File: src/design/pac_pkg.sv
// Purpose: constants for the protection control bits block
// Assumes: 8-bit register bus, one register reached by a write/read strobe
// Notes:   field positions, reset values and policy codes
package pac_pkg;
	localparam int unsigned PAC_BIT_AUTH_ON      = 0;
	localparam int unsigned PAC_BIT_AUTH_OFF     = 1;
	localparam int unsigned PAC_BIT_ENC_ON       = 2;
	localparam int unsigned PAC_BIT_ENC_OFF      = 3;
	localparam int unsigned PAC_BIT_RX_APPROVED  = 4;
	localparam int unsigned PAC_BIT_LIST_APPROVE = 5;
	localparam logic [7:0]  PAC_CTRL_RESET       = 8'h00;
	localparam logic [1:0]  PAC_POL_AUTHED       = 2'h0;
	localparam logic [1:0]  PAC_POL_REG          = 2'h1;
	localparam logic [1:0]  PAC_POL_ALWAYS       = 2'h2;
	localparam logic [1:0]  PAC_POL_INBAND       = 2'h3;
	typedef enum logic [1:0] {
		PAC_VID_PLAIN,
		PAC_VID_ENCRYPT,
		PAC_VID_BLUE
	} pac_vid_e;
endpackage

File: src/design/pac_control.sv
// Purpose: low six bits of the protection control register
// Assumes: wr_en/rd_en are single-cycle strobes from the serial bus slave
// Notes:   bits 7:6 are outside this block and read as zero here
`timescale 1ns/100ps
module pac_control (
	// clock and reset
	input  wire logic              clk,
	input  wire logic              arst_n,
	// register port
	input  wire logic              wr_en,
	input  wire logic              rd_en,
	input  wire logic [7:0]        wr_data,
	output logic      [7:0]        rd_data,
	// configuration and status from the engine
	input  wire logic [1:0]        enc_policy,
	input  wire logic              receiver_key_ready,
	input  wire logic              authenticated,
	// requests to the engine
	output logic                   auth_enabled,
	output logic                   auth_start_pulse,
	output logic                   auth_restart_pulse,
	output logic                   auth_stop_pulse,
	output logic                   receiver_key_approved,
	output logic                   repeater_list_approved,
	output logic                   encryption_off,
	output logic                   encryption_on,
	// video path
	output pac_pkg::pac_vid_e      video_mode
);
	import pac_pkg::*;

	logic enc_on_reg;
	logic key_ready_q;

	// write decode
	wire wr_auth_on   = wr_en && wr_data[PAC_BIT_AUTH_ON];
	wire wr_auth_off  = wr_en && wr_data[PAC_BIT_AUTH_OFF];
	wire wr_enc_off   = wr_en && wr_data[PAC_BIT_ENC_OFF];
	wire wr_rx_ok     = wr_en && wr_data[PAC_BIT_RX_APPROVED];
	wire wr_list_ok   = wr_en && wr_data[PAC_BIT_LIST_APPROVE];
	wire policy_force = (enc_policy == PAC_POL_ALWAYS);
	wire key_ready_rise = receiver_key_ready && !key_ready_q;

	// auth off wins over auth on when both are written together
	wire next_auth_enabled = wr_auth_off ? 1'b0 :
		(wr_auth_on ? 1'b1 : auth_enabled);
	// a write of one sets, a rising edge of key ready clears; a zero write leaves it alone
	wire next_rx_ok = wr_rx_ok ? 1'b1 :
		(key_ready_rise ? 1'b0 : receiver_key_approved);
	wire next_enc_reg = wr_en ? wr_data[PAC_BIT_ENC_ON] : enc_on_reg;
	wire next_enc_on = policy_force | enc_on_reg;

	wire [7:0] next_rd_data = {2'b00,
		1'b0,
		receiver_key_approved,
		1'b0,
		encryption_on,
		1'b0,
		auth_enabled};

	always_ff @(posedge clk or negedge arst_n) begin
		if (!arst_n) begin
			key_ready_q <= 1'b0;
		end else begin
			key_ready_q <= receiver_key_ready;
		end
	end

	always_ff @(posedge clk or negedge arst_n) begin
		if (!arst_n) begin
			auth_enabled          <= PAC_CTRL_RESET[PAC_BIT_AUTH_ON];
			receiver_key_approved <= PAC_CTRL_RESET[PAC_BIT_RX_APPROVED];
			enc_on_reg            <= PAC_CTRL_RESET[PAC_BIT_ENC_ON];
			encryption_on         <= PAC_CTRL_RESET[PAC_BIT_ENC_ON];
		end else begin
			auth_enabled          <= next_auth_enabled;
			receiver_key_approved <= next_rx_ok;
			enc_on_reg            <= next_enc_reg;
			encryption_on         <= next_enc_on;
		end
	end

	// self-clearing bits become single-cycle pulses
	always_ff @(posedge clk or negedge arst_n) begin
		if (!arst_n) begin
			auth_start_pulse       <= 1'b0;
			auth_restart_pulse     <= 1'b0;
			auth_stop_pulse        <= 1'b0;
			repeater_list_approved <= 1'b0;
			encryption_off         <= 1'b0;
		end else begin
			auth_start_pulse       <= wr_auth_on && !wr_auth_off && !auth_enabled;
			auth_restart_pulse     <= wr_auth_on && !wr_auth_off && auth_enabled;
			auth_stop_pulse        <= wr_auth_off;
			repeater_list_approved <= wr_list_ok;
			encryption_off         <= wr_enc_off;
		end
	end

	always_ff @(posedge clk or negedge arst_n) begin
		if (!arst_n) begin
			rd_data <= 8'h00;
		end else if (rd_en) begin
			rd_data <= next_rd_data;
		end
	end

	// encryption off only masks the stream; auth state is left alone
	pac_video_select u_video (
		.clk           (clk),
		.arst_n        (arst_n),
		.enc_on        (next_enc_on && !wr_enc_off && !encryption_off),
		.authenticated (authenticated),
		.video_mode    (video_mode)
	);

	a_list_pulse: assert property (
		@(posedge clk) disable iff (!arst_n)
		(repeater_list_approved && !wr_list_ok)
		|=> !repeater_list_approved)
		else $error("list approved pulse held without a write");

	a_list_cause: assert property (
		@(posedge clk) disable iff (!arst_n)
		wr_list_ok
		|=> repeater_list_approved)
		else $error("list approved write gave no pulse");

	a_rx_set: assert property (
		@(posedge clk) disable iff (!arst_n)
		wr_rx_ok
		|=> receiver_key_approved)
		else $error("key approved write did not set the bit");

	a_rx_zero_write: assert property (
		@(posedge clk) disable iff (!arst_n)
		(wr_en && !wr_data[PAC_BIT_RX_APPROVED] && !key_ready_rise)
		|=> $stable(receiver_key_approved))
		else $error("zero write changed key approved");

	a_rx_hold: assert property (
		@(posedge clk) disable iff (!arst_n)
		(!wr_rx_ok && !key_ready_rise)
		|=> $stable(receiver_key_approved))
		else $error("key approved moved without a cause");

	a_rx_clear: assert property (
		@(posedge clk) disable iff (!arst_n)
		(key_ready_rise && !wr_rx_ok)
		|=> !receiver_key_approved)
		else $error("key approved not cleared on key ready");

	a_rx_only_write: assert property (
		@(posedge clk) disable iff (!arst_n)
		$rose(receiver_key_approved)
		|-> $past(wr_rx_ok))
		else $error("key approved rose without a write");

	a_read_key: assert property (
		@(posedge clk) disable iff (!arst_n)
		rd_en
		|=> (rd_data[PAC_BIT_RX_APPROVED] == $past(receiver_key_approved)))
		else $error("key approved read back wrong");

	a_enc_off_pulse: assert property (
		@(posedge clk) disable iff (!arst_n)
		wr_enc_off
		|=> encryption_off ##1 (!encryption_off || $past(wr_enc_off)))
		else $error("encryption off not a pulse");

	a_enc_off_self: assert property (
		@(posedge clk) disable iff (!arst_n)
		(encryption_off && !wr_enc_off)
		|=> !encryption_off)
		else $error("encryption off pulse did not clear");

	a_enc_off_plain: assert property (
		@(posedge clk) disable iff (!arst_n)
		(wr_enc_off || encryption_off)
		|=> (video_mode == PAC_VID_PLAIN))
		else $error("video not plain after encryption off");

	a_enc_off_auth: assert property (
		@(posedge clk) disable iff (!arst_n)
		(wr_enc_off && !wr_auth_on && !wr_auth_off)
		|=> $stable(auth_enabled))
		else $error("encryption off changed auth state");

	a_enc_off_quiet: assert property (
		@(posedge clk) disable iff (!arst_n)
		(wr_enc_off && !wr_auth_on && !wr_auth_off)
		|=> (!auth_stop_pulse && !auth_start_pulse && !auth_restart_pulse))
		else $error("encryption off sent an auth request");

	a_enc_on_set: assert property (
		@(posedge clk) disable iff (!arst_n)
		(wr_en && wr_data[PAC_BIT_ENC_ON])
		|=> ##1 encryption_on)
		else $error("encryption on write not taken");

	a_enc_clear_plain: assert property (
		@(posedge clk) disable iff (!arst_n)
		(!policy_force && !enc_on_reg)
		|=> (video_mode == PAC_VID_PLAIN))
		else $error("video not plain with encryption bit clear");

	a_enc_forced: assert property (
		@(posedge clk) disable iff (!arst_n)
		policy_force
		|=> encryption_on)
		else $error("encryption on not forced in always mode");

	a_forced_video: assert property (
		@(posedge clk) disable iff (!arst_n)
		(policy_force && authenticated && !wr_enc_off && !encryption_off)
		|=> (video_mode == PAC_VID_ENCRYPT))
		else $error("video not encrypted in always mode");

	a_forced_read: assert property (
		@(posedge clk) disable iff (!arst_n)
		policy_force ##1 (policy_force && rd_en)
		|=> rd_data[PAC_BIT_ENC_ON])
		else $error("encryption on read zero in always mode");

	a_auth_off: assert property (
		@(posedge clk) disable iff (!arst_n)
		wr_auth_off
		|=> (!auth_enabled && auth_stop_pulse))
		else $error("auth off write did not disable");

	a_stop_self: assert property (
		@(posedge clk) disable iff (!arst_n)
		(auth_stop_pulse && !wr_auth_off)
		|=> !auth_stop_pulse)
		else $error("auth stop pulse did not clear");

	a_off_wins: assert property (
		@(posedge clk) disable iff (!arst_n)
		auth_stop_pulse
		|-> (!auth_start_pulse && !auth_restart_pulse && !auth_enabled))
		else $error("auth off did not win over auth on");

	a_auth_on_set: assert property (
		@(posedge clk) disable iff (!arst_n)
		(wr_auth_on && !wr_auth_off)
		|=> auth_enabled)
		else $error("auth on write did not enable");

	a_auth_start: assert property (
		@(posedge clk) disable iff (!arst_n)
		(wr_auth_on && !wr_auth_off && !auth_enabled)
		|=> (auth_start_pulse && !auth_restart_pulse))
		else $error("start not issued while disabled");

	a_auth_restart: assert property (
		@(posedge clk) disable iff (!arst_n)
		(wr_auth_on && !wr_auth_off && auth_enabled)
		|=> (auth_restart_pulse && !auth_start_pulse))
		else $error("restart not issued while enabled");

	a_pulse_excl: assert property (
		@(posedge clk) disable iff (!arst_n)
		!(auth_start_pulse && auth_restart_pulse))
		else $error("start and restart issued together");

	a_start_single: assert property (
		@(posedge clk) disable iff (!arst_n)
		auth_start_pulse
		|=> !auth_start_pulse)
		else $error("auth start pulse held");

	a_auth_zero: assert property (
		@(posedge clk) disable iff (!arst_n)
		(wr_en && !wr_data[PAC_BIT_AUTH_ON] && !wr_data[PAC_BIT_AUTH_OFF])
		|=> ($stable(auth_enabled) && !auth_start_pulse && !auth_restart_pulse))
		else $error("zero write changed auth state");

	a_auth_read: assert property (
		@(posedge clk) disable iff (!arst_n)
		rd_en
		|=> (rd_data[PAC_BIT_AUTH_ON] == $past(auth_enabled)))
		else $error("auth on read not current status");

	a_selfclr_read: assert property (
		@(posedge clk) disable iff (!arst_n)
		rd_en
		|=> ((rd_data[PAC_BIT_LIST_APPROVE] == 1'h0) && (rd_data[PAC_BIT_ENC_OFF] == 1'h0)
		&& (rd_data[PAC_BIT_AUTH_OFF] == 1'h0)))
		else $error("self-clearing bit read as one");
endmodule

File: src/design/pac_video_select.sv
// Purpose: choose how outgoing video is sent from the control state
// Assumes: inputs come from logic on clk; enc_on may be combinational
// Notes:   registered output so the top drives it straight from a flop
`timescale 1ns/100ps
module pac_video_select (
	// clock and reset
	input  wire logic              clk,
	input  wire logic              arst_n,
	// control
	input  wire logic              enc_on,
	input  wire logic              authenticated,
	// result
	output pac_pkg::pac_vid_e      video_mode
);
	import pac_pkg::*;
	pac_vid_e next_video_mode;
	assign next_video_mode = !enc_on ? PAC_VID_PLAIN :
		(authenticated ? PAC_VID_ENCRYPT :
		PAC_VID_BLUE);
	always_ff @(posedge clk or negedge arst_n) begin
		if (!arst_n) begin
			video_mode <= PAC_VID_PLAIN;
		end else begin
			video_mode <= next_video_mode;
		end
	end
	a_video_encrypt: assert property (
		@(posedge clk) disable iff (!arst_n)
		(enc_on && authenticated)
		|=> (video_mode == PAC_VID_ENCRYPT))
		else $error("video not encrypted while enabled and authenticated");
	a_video_blue: assert property (
		@(posedge clk) disable iff (!arst_n)
		(enc_on && !authenticated)
		|=> (video_mode == PAC_VID_BLUE))
		else $error("blue screen missing while not authenticated");
	a_video_plain: assert property (
		@(posedge clk) disable iff (!arst_n)
		!enc_on
		|=> (video_mode == PAC_VID_PLAIN))
		else $error("video not plain with encryption off");
endmodule

File: config.mk
export PLATFORM = sky130hd
export DESIGN_NAME = pac_control
export DESIGN_NICKNAME = d
export VERILOG_FILES = /design/src/design/pac_pkg.sv /design/src/design/pac_control.sv /design/src/design/pac_video_select.sv
export SDC_FILE = /design/constraint.sdc
export NUM_CORES = 1
export LEC_CHECK = 0
export ABC_AREA = 0
export BUFFER_PORTS_ARGS = -buffer_cell sky130_fd_sc_hd__buf_2
export CORE_MARGIN = 8
export CORE_UTILIZATION = 43
export DETAILED_ROUTE_END_ITERATION = 10
export PLACE_DENSITY_LB_ADDON = 0.12
export SLEW_MARGIN = 20
export SYNTH_ARGS = -nofsm -noshare
export SYNTH_HDL_FRONTEND = slang
export SYNTH_HIERARCHICAL = 1
export SYNTH_SLANG_ARGS = --single-unit
File: constraint.sdc
create_clock -name clk -period 1.7 [get_ports clk]
set_input_delay 0.34 -clock clk [delete_from_list [all_inputs] [get_ports clk]]
set_output_delay 0.34 -clock clk [all_outputs]
set_load 0.02 [all_outputs]
### Word-level counts from Yosys, hierarchy flattened

Cells that the tools add are included.

| operators by class | value |
|---|---|
| equality and inequality tests | 1 |
| bitwise logic cells | 1 |
| multiplexer cells | 6 |
| reduce and logical (&&, ||, !) cells | 18 |

Operator list:

| kind | count |
|---|---|
| $logic_and 1x1->1 | 11 |
| $logic_not 1->1 | 5 |
| $mux 1 | 4 |
| $mux 2 | 2 |
| $reduce_bool 2->1 | 2 |
| $eq 2x2->1 const B | 1 |
| $or 1x1->1 | 1 |

| storage, ports and cells | value |
|---|---|
| bits in registers | 15 |
| output and inout port bits | 18 |
| bits of input ports | 16 |
| logic and storage cells | 38 |

### Logic depth before layout (Yosys ltp)

Gate-level depths: netlist of run 1.

| logic depth | value |
|---|---|
| depth in word-level cells | 5 |
| gate-level depth with buffers | 3 |
| depth with buffers taken out | 3 |

### By module

Netlist of run 1, hierarchy kept.

Modules (own cells, without submodules):

| module | cells each | area an instance (sq um) | times used | sequential area each (sq um) |
|---|---|---|---|---|
| pac_control | 38 | 505.5 | 1 | 325.3 |
| pac_video_select | 4 | 66.3 | 1 | 50.0 |

### Worst setup path after synthesis of run 1

OpenSTA, ideal clock, no wires.

| path | value |
|---|---|
| path type | input to register |
| from | input port enc_policy[0] |
| to | register u_video.video_mode[0] |
| setup time | 0.064 ns |
| slack | 0.789 ns |
| path buffers | 0 |
| stages | 3 |
| data required time | 1.636 ns |
| arrival time | 0.846 ns |
| path through | nand2b_1 a211oi_2 and2_2 |

| on the way | value |
|---|---|
| word-level cells in the longest chain between the ends | 5 |

RTL lines:

| what | line | source |
|---|---|---|
| start, declared | pac_control.sv:15 | `input wire logic [1:0] enc_policy,` |
| $eq 2x2->1 | pac_control.sv:41 | `wire policy_force = (enc_policy == PAC_POL_ALWAYS);` |
| $or 1x1->1 | pac_control.sv:51 | `wire next_enc_on = policy_force \| enc_on_reg;` |
| $logic_and 1x1->1 (2 in series) | pac_control.sv:112 | `.enc_on (next_enc_on && !wr_enc_off && !encryption_off),` |
| $mux 2 | pac_video_select.sv:17 | `assign next_video_mode = !enc_on ? PAC_VID_PLAIN :` |
| via u_video.next_video_mode[0] | pac_video_select.sv:16 | `pac_vid_e next_video_mode;` |
| end signal, assigned | pac_video_select.sv:24 | `video_mode <= next_video_mode;` |
| end, declared | pac_video_select.sv:13 | `output pac_pkg::pac_vid_e video_mode` |

The timed path passes the listed nets, and every way through them passes these cells.
A chain may end at the register's enable or synchronous reset.

### Worst setup path after layout of run 1

| path | value |
|---|---|
| from | register auth_enabled |
| to | output port auth_enabled |

RTL lines:

| what | line | source |
|---|---|---|
| start, declared | pac_control.sv:19 | `output logic auth_enabled,` |
| start signal, assigned | pac_control.sv:71 | `auth_enabled <= PAC_CTRL_RESET[PAC_BIT_AUTH_ON];` |
| start signal, assigned | pac_control.sv:76 | `auth_enabled <= next_auth_enabled;` |

No word-level cell between the ends.

==> results of run 1 <==
where the power goes:
| part | internal (mW) | leakage [nW] | switching (mW) |
|---|---|---|---|
| registers | 0.387 | 0.186 | 0.0145 |
| clock network | 0.0871 | 0.0177 | 0.105 |
| logic | 0.0549 | 0.195 | 0.0827 |
per-layer routing:
metal  wire [µm]  part of all wire (%)  GRT usage (%)  vias to the layer above
met4           5                  0.47           5.17                        0
met5           0                     0              0                        -
met3         129                    12           4.55                        2
met2         535                    50           13.6                       18
li1            -                     -              -                      185
met1         404                    38           9.52                      178
layout make-up:
class	count	share of cell area, %
clock buffer	3	3.06
tap	15	2.55
sequential	15	51.0
clock inverter	1	0.680
inverter	1	0.510
timing repair buffer	27	19.0
multi-input combinational	25	23.1
timing repair:
item	4_1_cts	5_1_grt
hold endpoints to repair	15	0
hold buffers	1	0
gates resized for setup	0	0
per-stage QoR:
| stage | instance area, µm² | utilization (%) |
|---|---|---|
| 6_report | 736 | 58.0 |
| 5_1_grt | 736 | 58.0 |
| 4_1_cts | 736 | 58.0 |
| 3_5_place_dp | 698 | 55.0 |
| 3_3_place_gp | 698 | 55.0 |
| 2_1_floorplan | 587 | - |
path summary, 6_finish.rpt:
check	startpoint	to	slack [ns]	cells past startpoint
max	auth_enabled	auth_enabled	0.49	1
min	receiver_key_ready	key_ready_q	0.19	1
max reg2reg	enc_on_reg	u_video/video_mode[1]	0.85	3
min reg2reg	enc_on_reg	encryption_on	0.49	2
max in group asynchronous	arst_n	u_video/video_mode[1]	0.97	2
min in group asynchronous	arst_n	rd_data[4]	0.48	2
cell usage after synthesis, drive strengths merged:
library cell  instances
nor3b                 1
a21oi                 1
nor2                  1
nand2                 3
dfrtp                15
o21ai                 1
and2b                 1
nand2b                2
conb                  1
buf                   5
a211oi                1
a22o                  1
nor3                  1
and2                  4
mux2                  3
inv                   1
logic make-up after synthesis:
kind of cell	count (synthesis)	synth area share [%]
compound gates	4	5.69
other cells	1	0.656
mux	3	5.91
simple gates	13	14.9
buf+inv	6	7.22
flops	15	65.6
layout by cell type (no fill, tap or decap):
cell and n:
conb_1 5, nand2b_1 2, nor2_1 1, nor3b_2 1, dfrtp_1 15, clkinv_2 1, and2_2 3, nand2_1 3
and2_4 1, nor3_1 1, a21oi_1 1, and2b_2 1, o21ai_0 1, mux2_2 3, buf_2 26, a22o_2 1
clkbuf_4 3, inv_1 1, dlygate4sd3_1 1, a211oi_2 1
==> metrics.cfg, run 1 <==
[global_route]
antenna_found_initial=0
grt_max_degree=16
grt_util_all_layers_pct=8.87
grt_pass1_wl_um=1840
overflow=0
first_global_vias=430

[die]
io_pins=34
num_rows=13
fp.dieH_um=52.5
core_area_um2=1270
dieArea_um2=2750
initial_core_util_pct=45.1
die_w_um=52.5

[layout]
largest_register_ffs=3
top_register=rd_data
fin_nets=89
multi_input_area_um2=170
area_growth_pct=28.7
nFillCells=115
drive_above_1_share_pct=56.9
stdcell_count=87
reg_top3=rd_data (3), u_video/video_mode (2)
antenna_cells=0
regArea_um2=375

[power]
power_density_nw_per_um2=994
totalPowerFinal_uw=731
power.leakage_nw=0.398
ir_drop_mv=0.512

[yosys]
ys_seq_area_share_pct=65.6
yosysWarnings=6
synth_top_area_share_pct=65.6
syn-cell-area_um2=572
synth_area_leader_cell=dfrtp_1
netlist_instances=42
ys_top_cells_by_area=dfrtp_1 66%, buf_4 6.6%, mux2_2 5.9%
synth_seq_cells=15
avgSynthCellArea_um2=13.6
synth_cell_types=17

[sta]
layout_min_cycle_time_ns=1.21
slew_violations=0
max_freq_ghz=0.825
min_period_over_period_pct=71.3
fin_skew_ns=0.00754
setup_viol=0
worst_slack_ns=0.488
finalSetupTns_ns=0
hold_slack_ns=0.189
rsz0062_at_grt=no
finalHoldViolations=0

[cts]
cts_tree=built
clk_pin_slew_ns=0.09
clock_latency_ns=0.28
post_cts_buffers=0
numClockSinks=15
cts.htree.levels=1
cts-root-buf=clkbuf_4
cts-buffers-inserted=3
cts_buffer_depth=2

[job]
max_cap_violations=0

[routing]
drtPass1Iterations=1
via_per_inst=4.40
dr.first_iter.drc_count=0
drt-total-wl_um=1080
dr_total_vias=383
wl_per_cell_um=12.4
drc_errors=0
ant_nets=0

[placed_design]
placedCellCount=82
pre_cts_ws_ns=0.617
dp_hpwl_um=887
gp_congestion=0.611
port_buffers=26

[setup_path]
critPathMaxStageDelay_ns=0.42
cp-start-kind=flip-flop
arrival_ns=0.87
cp_num_buf_inv=1
path_class=reg2out
cp.required_ns=1.36
slowest_stage=dfrtp_1
end_kind=output port
critPathTopFamily=flip-flops
crit_fanout=5
crit_chain=buf_2

[worst_hold_path]
hold_class=in2reg

[run_status]
status=complete, no violations

Power figures use the tool's default switching activity.
==> inputs of run 2 (changes only) <==
--- a/config.mk
+++ b/config.mk
@@ -8,7 +8,7 @@
 export ABC_AREA = 0
 export BUFFER_PORTS_ARGS = -buffer_cell sky130_fd_sc_hd__buf_2
 export CORE_MARGIN = 8
-export CORE_UTILIZATION = 43
+export CORE_UTILIZATION = 36
 export DETAILED_ROUTE_END_ITERATION = 10
 export PLACE_DENSITY_LB_ADDON = 0.12
 export SLEW_MARGIN = 20
==> constraint.sdc (replaced) <==
create_clock -name clk -period 1.1 [get_ports clk]
set_input_delay 0.22 -clock clk [delete_from_list [all_inputs] [get_ports clk]]
set_output_delay 0.22 -clock clk [all_outputs]
set_load 0.02 [all_outputs]
==> run 2 against run 1 <==
Clock-buffer cell count stayed put. Setup slack got worse by 0.44 ns. Sequential share of layout area shrank 2.0 points. Cell area increased by 4.1%. Sequential cell count unchanged. Routed wire length decreased by 1.2%. Die area rose by 13%. First-iteration DRC count rose by 1. Global-route usage down 2.1 points. Critical path type unchanged. Highest routed layer is now met3.
==> metrics.cfg, run 2 (synthesized netlist as in run 1, its figures left out) <==
[setup_path]
slowest_stage=dfrtp_1
crit_fanout=2  ; -3
cp.required_ns=0.88  ; -0.48 ns
reg2reg_from=auth_enabled
arrival_ns=0.83  ; -0.04 ns
crit_chain=buf_2
startpoint=auth_enabled
ff2ff_setup_slack_ns=0.09  ; -0.76 ns
end_kind=output port
cp_num_buf_inv=1  ; unchanged
r2r_end=rd_data[0]
cp-start-kind=flip-flop
path_class=reg2out
critPathTopFamily=flip-flops
critPathMaxStageDelay_ns=0.39  ; -0.03 ns
ff2ff_path_depth=3  ; unchanged

[die]
initial_core_util_pct=38.0  ; -7.1 points
dieArea_um2=3120  ; +13%
io_pins=34  ; unchanged
fp.dieH_um=55.9  ; +6.5%
num_rows=14  ; +1
core_area_um2=1510  ; +19%
die_w_um=55.9  ; +6.5%

[sta]
min_period_over_period_pct=95.4
layout_min_cycle_time_ns=1.05
finalHoldViolations=0  ; unchanged
rsz0062_at_grt=no
slew_violations=0  ; unchanged
finalSetupTns_ns=0  ; unchanged
setup_viol=0  ; unchanged
worst_slack_ns=0.0510  ; -0.437 ns
max_freq_ghz=0.953
fin_skew_ns=0.00894  ; +0.00139 ns

[global_route]
grt_max_degree=16  ; unchanged
first_global_vias=383  ; -11%
grt_util_all_layers_pct=6.72  ; -2.1 points
antenna_found_initial=0  ; unchanged
grt_pass1_wl_um=1680  ; -8.3%
overflow=0  ; unchanged

[routing]
drtPass1Iterations=2  ; +1
dr.first_iter.drc_count=1  ; +1
wl_per_cell_um=11.7  ; -5.6%
ant_nets=0  ; unchanged
via_per_inst=4.20  ; -4.6%
drc_errors=0  ; unchanged
drt-total-wl_um=1060  ; -1.2%
dr_total_vias=382  ; -0.26%

[power]
power.leakage_nw=0.415  ; +4.1%
ir_drop_mv=0.736  ; +44%
power_density_nw_per_um2=1500  ; +51%

[layout]
layout_common_cells=25 x buf_2, 15 x dfrtp_1, 5 x conb_1
fin_util_pct=50.8  ; -7.2 points
largest_register_ffs=3  ; unchanged
fin_nets=92  ; +3.4%
nFillCells=142  ; +23%
antenna_cells=0  ; unchanged
reg_top3=rd_data (3), u_video/video_mode (2)
drive_above_1_share_pct=58.7  ; +1.7 points
top_register=rd_data
final_common_cell=buf_2
area_growth_pct=33.9

[job]
max_cap_violations=0  ; unchanged

[placed_design]
dp_hpwl_um=868  ; -2.2%
gp_congestion=0.584  ; -4.5%
pre_cts_ws_ns=0.143  ; -0.474 ns
port_buffers=26  ; unchanged

[cts]
cts-root-buf=clkbuf_4
cts-buffers-inserted=3  ; unchanged
cts.htree.levels=1  ; unchanged
numClockSinks=15  ; unchanged
clk_pin_slew_ns=0.09  ; about the same
clock_latency_ns=0.28  ; about the same
cts_buffer_depth=2  ; unchanged
cts_tree=built

[run_status]
status=complete, no violations

[worst_hold_path]
hold_end=key_ready_q
hold_class=in2reg
hold_start=receiver_key_ready
min_path_cells=1  ; unchanged

==> run 2: cell count changes in the layout (fill, tap and decap cells not counted) <==
cell and delta:
buf_4 +3, buf_2 -1, buf_6 +1
==> run 2: routing by layer <==
metal  vias to the layer above  part of all wire, %  GRT usage, %
met2                        23                   43          8.81
li1                        192                    -             -
met3                         0                   13          4.79
met4                         0                    0          4.12
met5                         -                    0             0
met1                       167                   44          7.62
==> run 2: layout make-up <==
cell class | instances | area (µm²) | area share [%]
clock buffer | 3 | 22.5 | 2.94
timing repair buffer | 30 | 169 | 22.1
clock inverter | 1 | 5.00 | 0.654
tap | 16 | 20.0 | 2.61
inverter | 1 | 3.75 | 0.490
sequential | 15 | 375 | 49.0
multi-input combinational | 25 | 170 | 22.2
==> run 2: how the worst max path moves through the flow <==
stage,cells past startpoint,endpoint,slack (ns)
floorplan,1,rd_data[0],0.24
global placement,4,u_video/video_mode[0],0.15
detailed placement,4,u_video/video_mode[0],0.14
CTS,1,encryption_off,0.02
global route,1,encryption_off,0.0006
finish,1,auth_enabled,0.05
==> run 2: what timing repair did <==
item                                    in CTS  in global routing
setup buffers                                1                  2
endpoints found under the hold margin       15                  0
hold buffers                                 1                  0
endpoints found under the setup margin       1                  2
resized for setup                            0                  2
==> run 2: power breakdown <==
part | internal [mW] | total [mW] | switching (mW)
Combinational | 0.0994 | 0.234 | 0.135
Sequential | 0.598 | 0.615 | 0.0178
Clock | 0.135 | 0.299 | 0.164
Total | 0.832 | 1.15 | 0.317
==> run 2: per-stage QoR <==
stage               area, µm²  hold slack (ns)  power, mW  std cells
CTS                       744           0.0620       1.15         89
global placement          699            0.136      0.842         83
finish                    766           0.0706       1.15         91
global route              766           0.0551       1.23         91
floorplan                 587          -0.0756      0.766         46
detailed placement        699            0.132      0.844         83
==> inputs of run 3 (changes only) <==
--- a/config.mk
+++ b/config.mk
@@ -9,6 +9,7 @@
 export BUFFER_PORTS_ARGS = -buffer_cell sky130_fd_sc_hd__buf_2
 export CORE_MARGIN = 8
 export CORE_UTILIZATION = 36
+export CTS_BUF_LIST = sky130_fd_sc_hd__clkbuf_8 sky130_fd_sc_hd__clkbuf_16
 export DETAILED_ROUTE_END_ITERATION = 10
 export PLACE_DENSITY_LB_ADDON = 0.12
 export SLEW_MARGIN = 20
==> run 3 against run 2 <==
Final cell count is 3.3% lower. Combinational power is 9.0% lower. Total power is 9.4% higher. Worst hold slack gained 0.032 ns. Clock-buffer cell count did not move. Non-clock buffer count shrank 3. Sequential share of layout area rose by 0.65 points. Sequential cell count did not move. Routed wire length decreased by 3.5%. Setup slack worse by 0.0068 ns. Critical path depth did not move. Critical endpoint unchanged. Highest routed layer unchanged.
==> metrics.cfg, run 3 (synthesized netlist as in run 1, its figures left out) <==
[run_status]
status=complete, no violations

[global_route]
grt_util_all_layers_pct=6.35  ; -0.37 points
first_global_vias=379  ; -1.0%
antenna_found_initial=0  ; unchanged
overflow=0  ; unchanged
grt_pass1_wl_um=1640  ; -2.9%
grt_max_degree=16  ; unchanged

[routing]
drtPass1Iterations=4  ; +2
ant_nets=0  ; unchanged
dr.first_iter.drc_count=2  ; +1
wl_per_cell_um=11.6  ; -0.19%
drt-total-wl_um=1030  ; -3.5%
via_per_inst=4.22  ; +0.43%
drc_errors=0  ; unchanged
dr_total_vias=371  ; -2.9%

[cts]
cts.htree.levels=1  ; unchanged
cts-root-buf=clkbuf_8
clk_pin_slew_ns=0.06  ; -0.03 ns
ctsResizeCount=0  ; unchanged
numClockSinks=15  ; unchanged
cts_buffer_depth=2  ; unchanged
clock_latency_ns=0.24  ; -0.04 ns
cts_tree=built
post_cts_buffers=0  ; -1
cts-buffers-inserted=3  ; unchanged

[layout]
top_register=rd_data
antenna_cells=0  ; unchanged
final_common_cell=buf_2
reg_top3=rd_data (3), u_video/video_mode (2)
fin_nets=89  ; -3.3%
area_growth_pct=32.2
largest_register_ffs=3  ; unchanged
layout_common_cells=26 x buf_2, 15 x dfrtp_1, 5 x conb_1
nFillCells=144  ; +1.4%
fin_area_um2=756  ; -1.3%
drive_above_1_share_pct=56.9  ; -1.7 points

[worst_hold_path]
hold_start=receiver_key_ready
min_path_cells=1  ; unchanged
hold_end=key_ready_q
hold_class=in2reg

[setup_path]
slowest_stage=dfrtp_1
critPathTopFamily=flip-flops
cp-start-kind=flip-flop
arrival_ns=0.84  ; about the same
crit_chain=buf_2
cp.required_ns=0.88  ; about the same
crit_fanout=5  ; +3
critPathMaxStageDelay_ns=0.40  ; about the same
cp_num_buf_inv=1  ; unchanged
ff2ff_path_depth=3  ; unchanged
ff2ff_setup_slack_ns=0.27  ; +0.18 ns
r2r_end=u_video/video_mode[1]
reg2reg_from=enc_on_reg
path_class=reg2out
end_kind=output port

[placed_design]
port_buffers=26  ; unchanged
pre_cts_ws_ns=0.143  ; unchanged
gp_congestion=0.584  ; unchanged
dp_hpwl_um=868  ; unchanged
dpl-instance-area_um2=699  ; unchanged

[sta]
min_period_over_period_pct=96.0  ; +0.62 points
slew_violations=0  ; unchanged
layout_min_cycle_time_ns=1.06  ; +0.00678 ns
rsz0062_at_grt=no
max_freq_ghz=0.947  ; -0.64%
worst_slack_ns=0.0442  ; -0.00678 ns
fin_skew_ns=0.00280  ; -0.00614 ns
finalHoldViolations=0  ; unchanged
finalSetupTns_ns=0  ; unchanged
hold_slack_ns=0.103  ; +0.0320 ns
setup_viol=0  ; unchanged

[power]
power.leakage_nw=0.406  ; -2.1%
totalPowerFinal_mw=1.26  ; +9.4%
ir_drop_mv=0.814  ; +10%
power_density_nw_per_um2=1660  ; +11%

[job]
max_cap_violations=0  ; unchanged

[die]
core_area_um2=1510  ; unchanged
num_rows=14  ; unchanged
fp.dieH_um=55.9  ; unchanged
die_w_um=55.9  ; unchanged
dieArea_um2=3120  ; unchanged
io_pins=34  ; unchanged
initial_core_util_pct=38.0  ; unchanged

==> run 3: cell count changes in the layout (fill, tap and decap cells not counted) <==
cell,previous run,this run
buf_6,1,0
clkbuf_8,0,3
buf_4,3,0
buf_2,25,26
clkbuf_4,3,0
==> run 3: worst max-delay path by stage <==
stage	to	start	cells after the start
after global routing	auth_enabled	auth_enabled	1
final	auth_enabled	auth_enabled	1
after CTS	auth_enabled	auth_enabled	1
after floorplan	rd_data[0]	auth_enabled	1
after detailed placement	u_video/video_mode[0]	wr_en	4
after global placement	u_video/video_mode[0]	wr_en	4
==> run 3: repair_timing <==
action,in CTS,in global routing
setup endpoints to repair,0,0
endpoints found under the hold margin,15,0
hold buffers,1,0
==> run 3: metrics by stage <==
step	util [%]	instances
finish	50.2	88
global route	50.2	88
CTS	50.2	88
detailed placement	46.4	83
global placement	46.4	83
floorplan	-	46
==> run 3: per-layer routing <==
layer  global-route usage, %  vias to the layer above  part of all wire, %
met2                    9.46                       23                   43
li1                        -                      185                    -
met1                    6.81                      163                   45
met5                       0                        -                    0
met3                    4.79                        0                   12
met4                    2.06                        0                    0
==> run 3: area by class of cell <==
cell class / instances / area [µm²] / share of cell area, %
Inverter: 1 / 3.75 / 0.497
Sequential cell: 15 / 375 / 49.7
Timing Repair Buffer: 27 / 140 / 18.5
Tap cell: 16 / 20.0 / 2.65
Clock buffer: 3 / 41.3 / 5.46
Multi-Input combinational cell: 25 / 170 / 22.5
Clock inverter: 1 / 5.00 / 0.662
==> run 3: power breakdown <==
part           internal (mW)  total (mW)  switching [mW]
Clock                  0.250       0.423           0.173
Combinational         0.0850       0.213           0.128
Sequential             0.599       0.620          0.0208
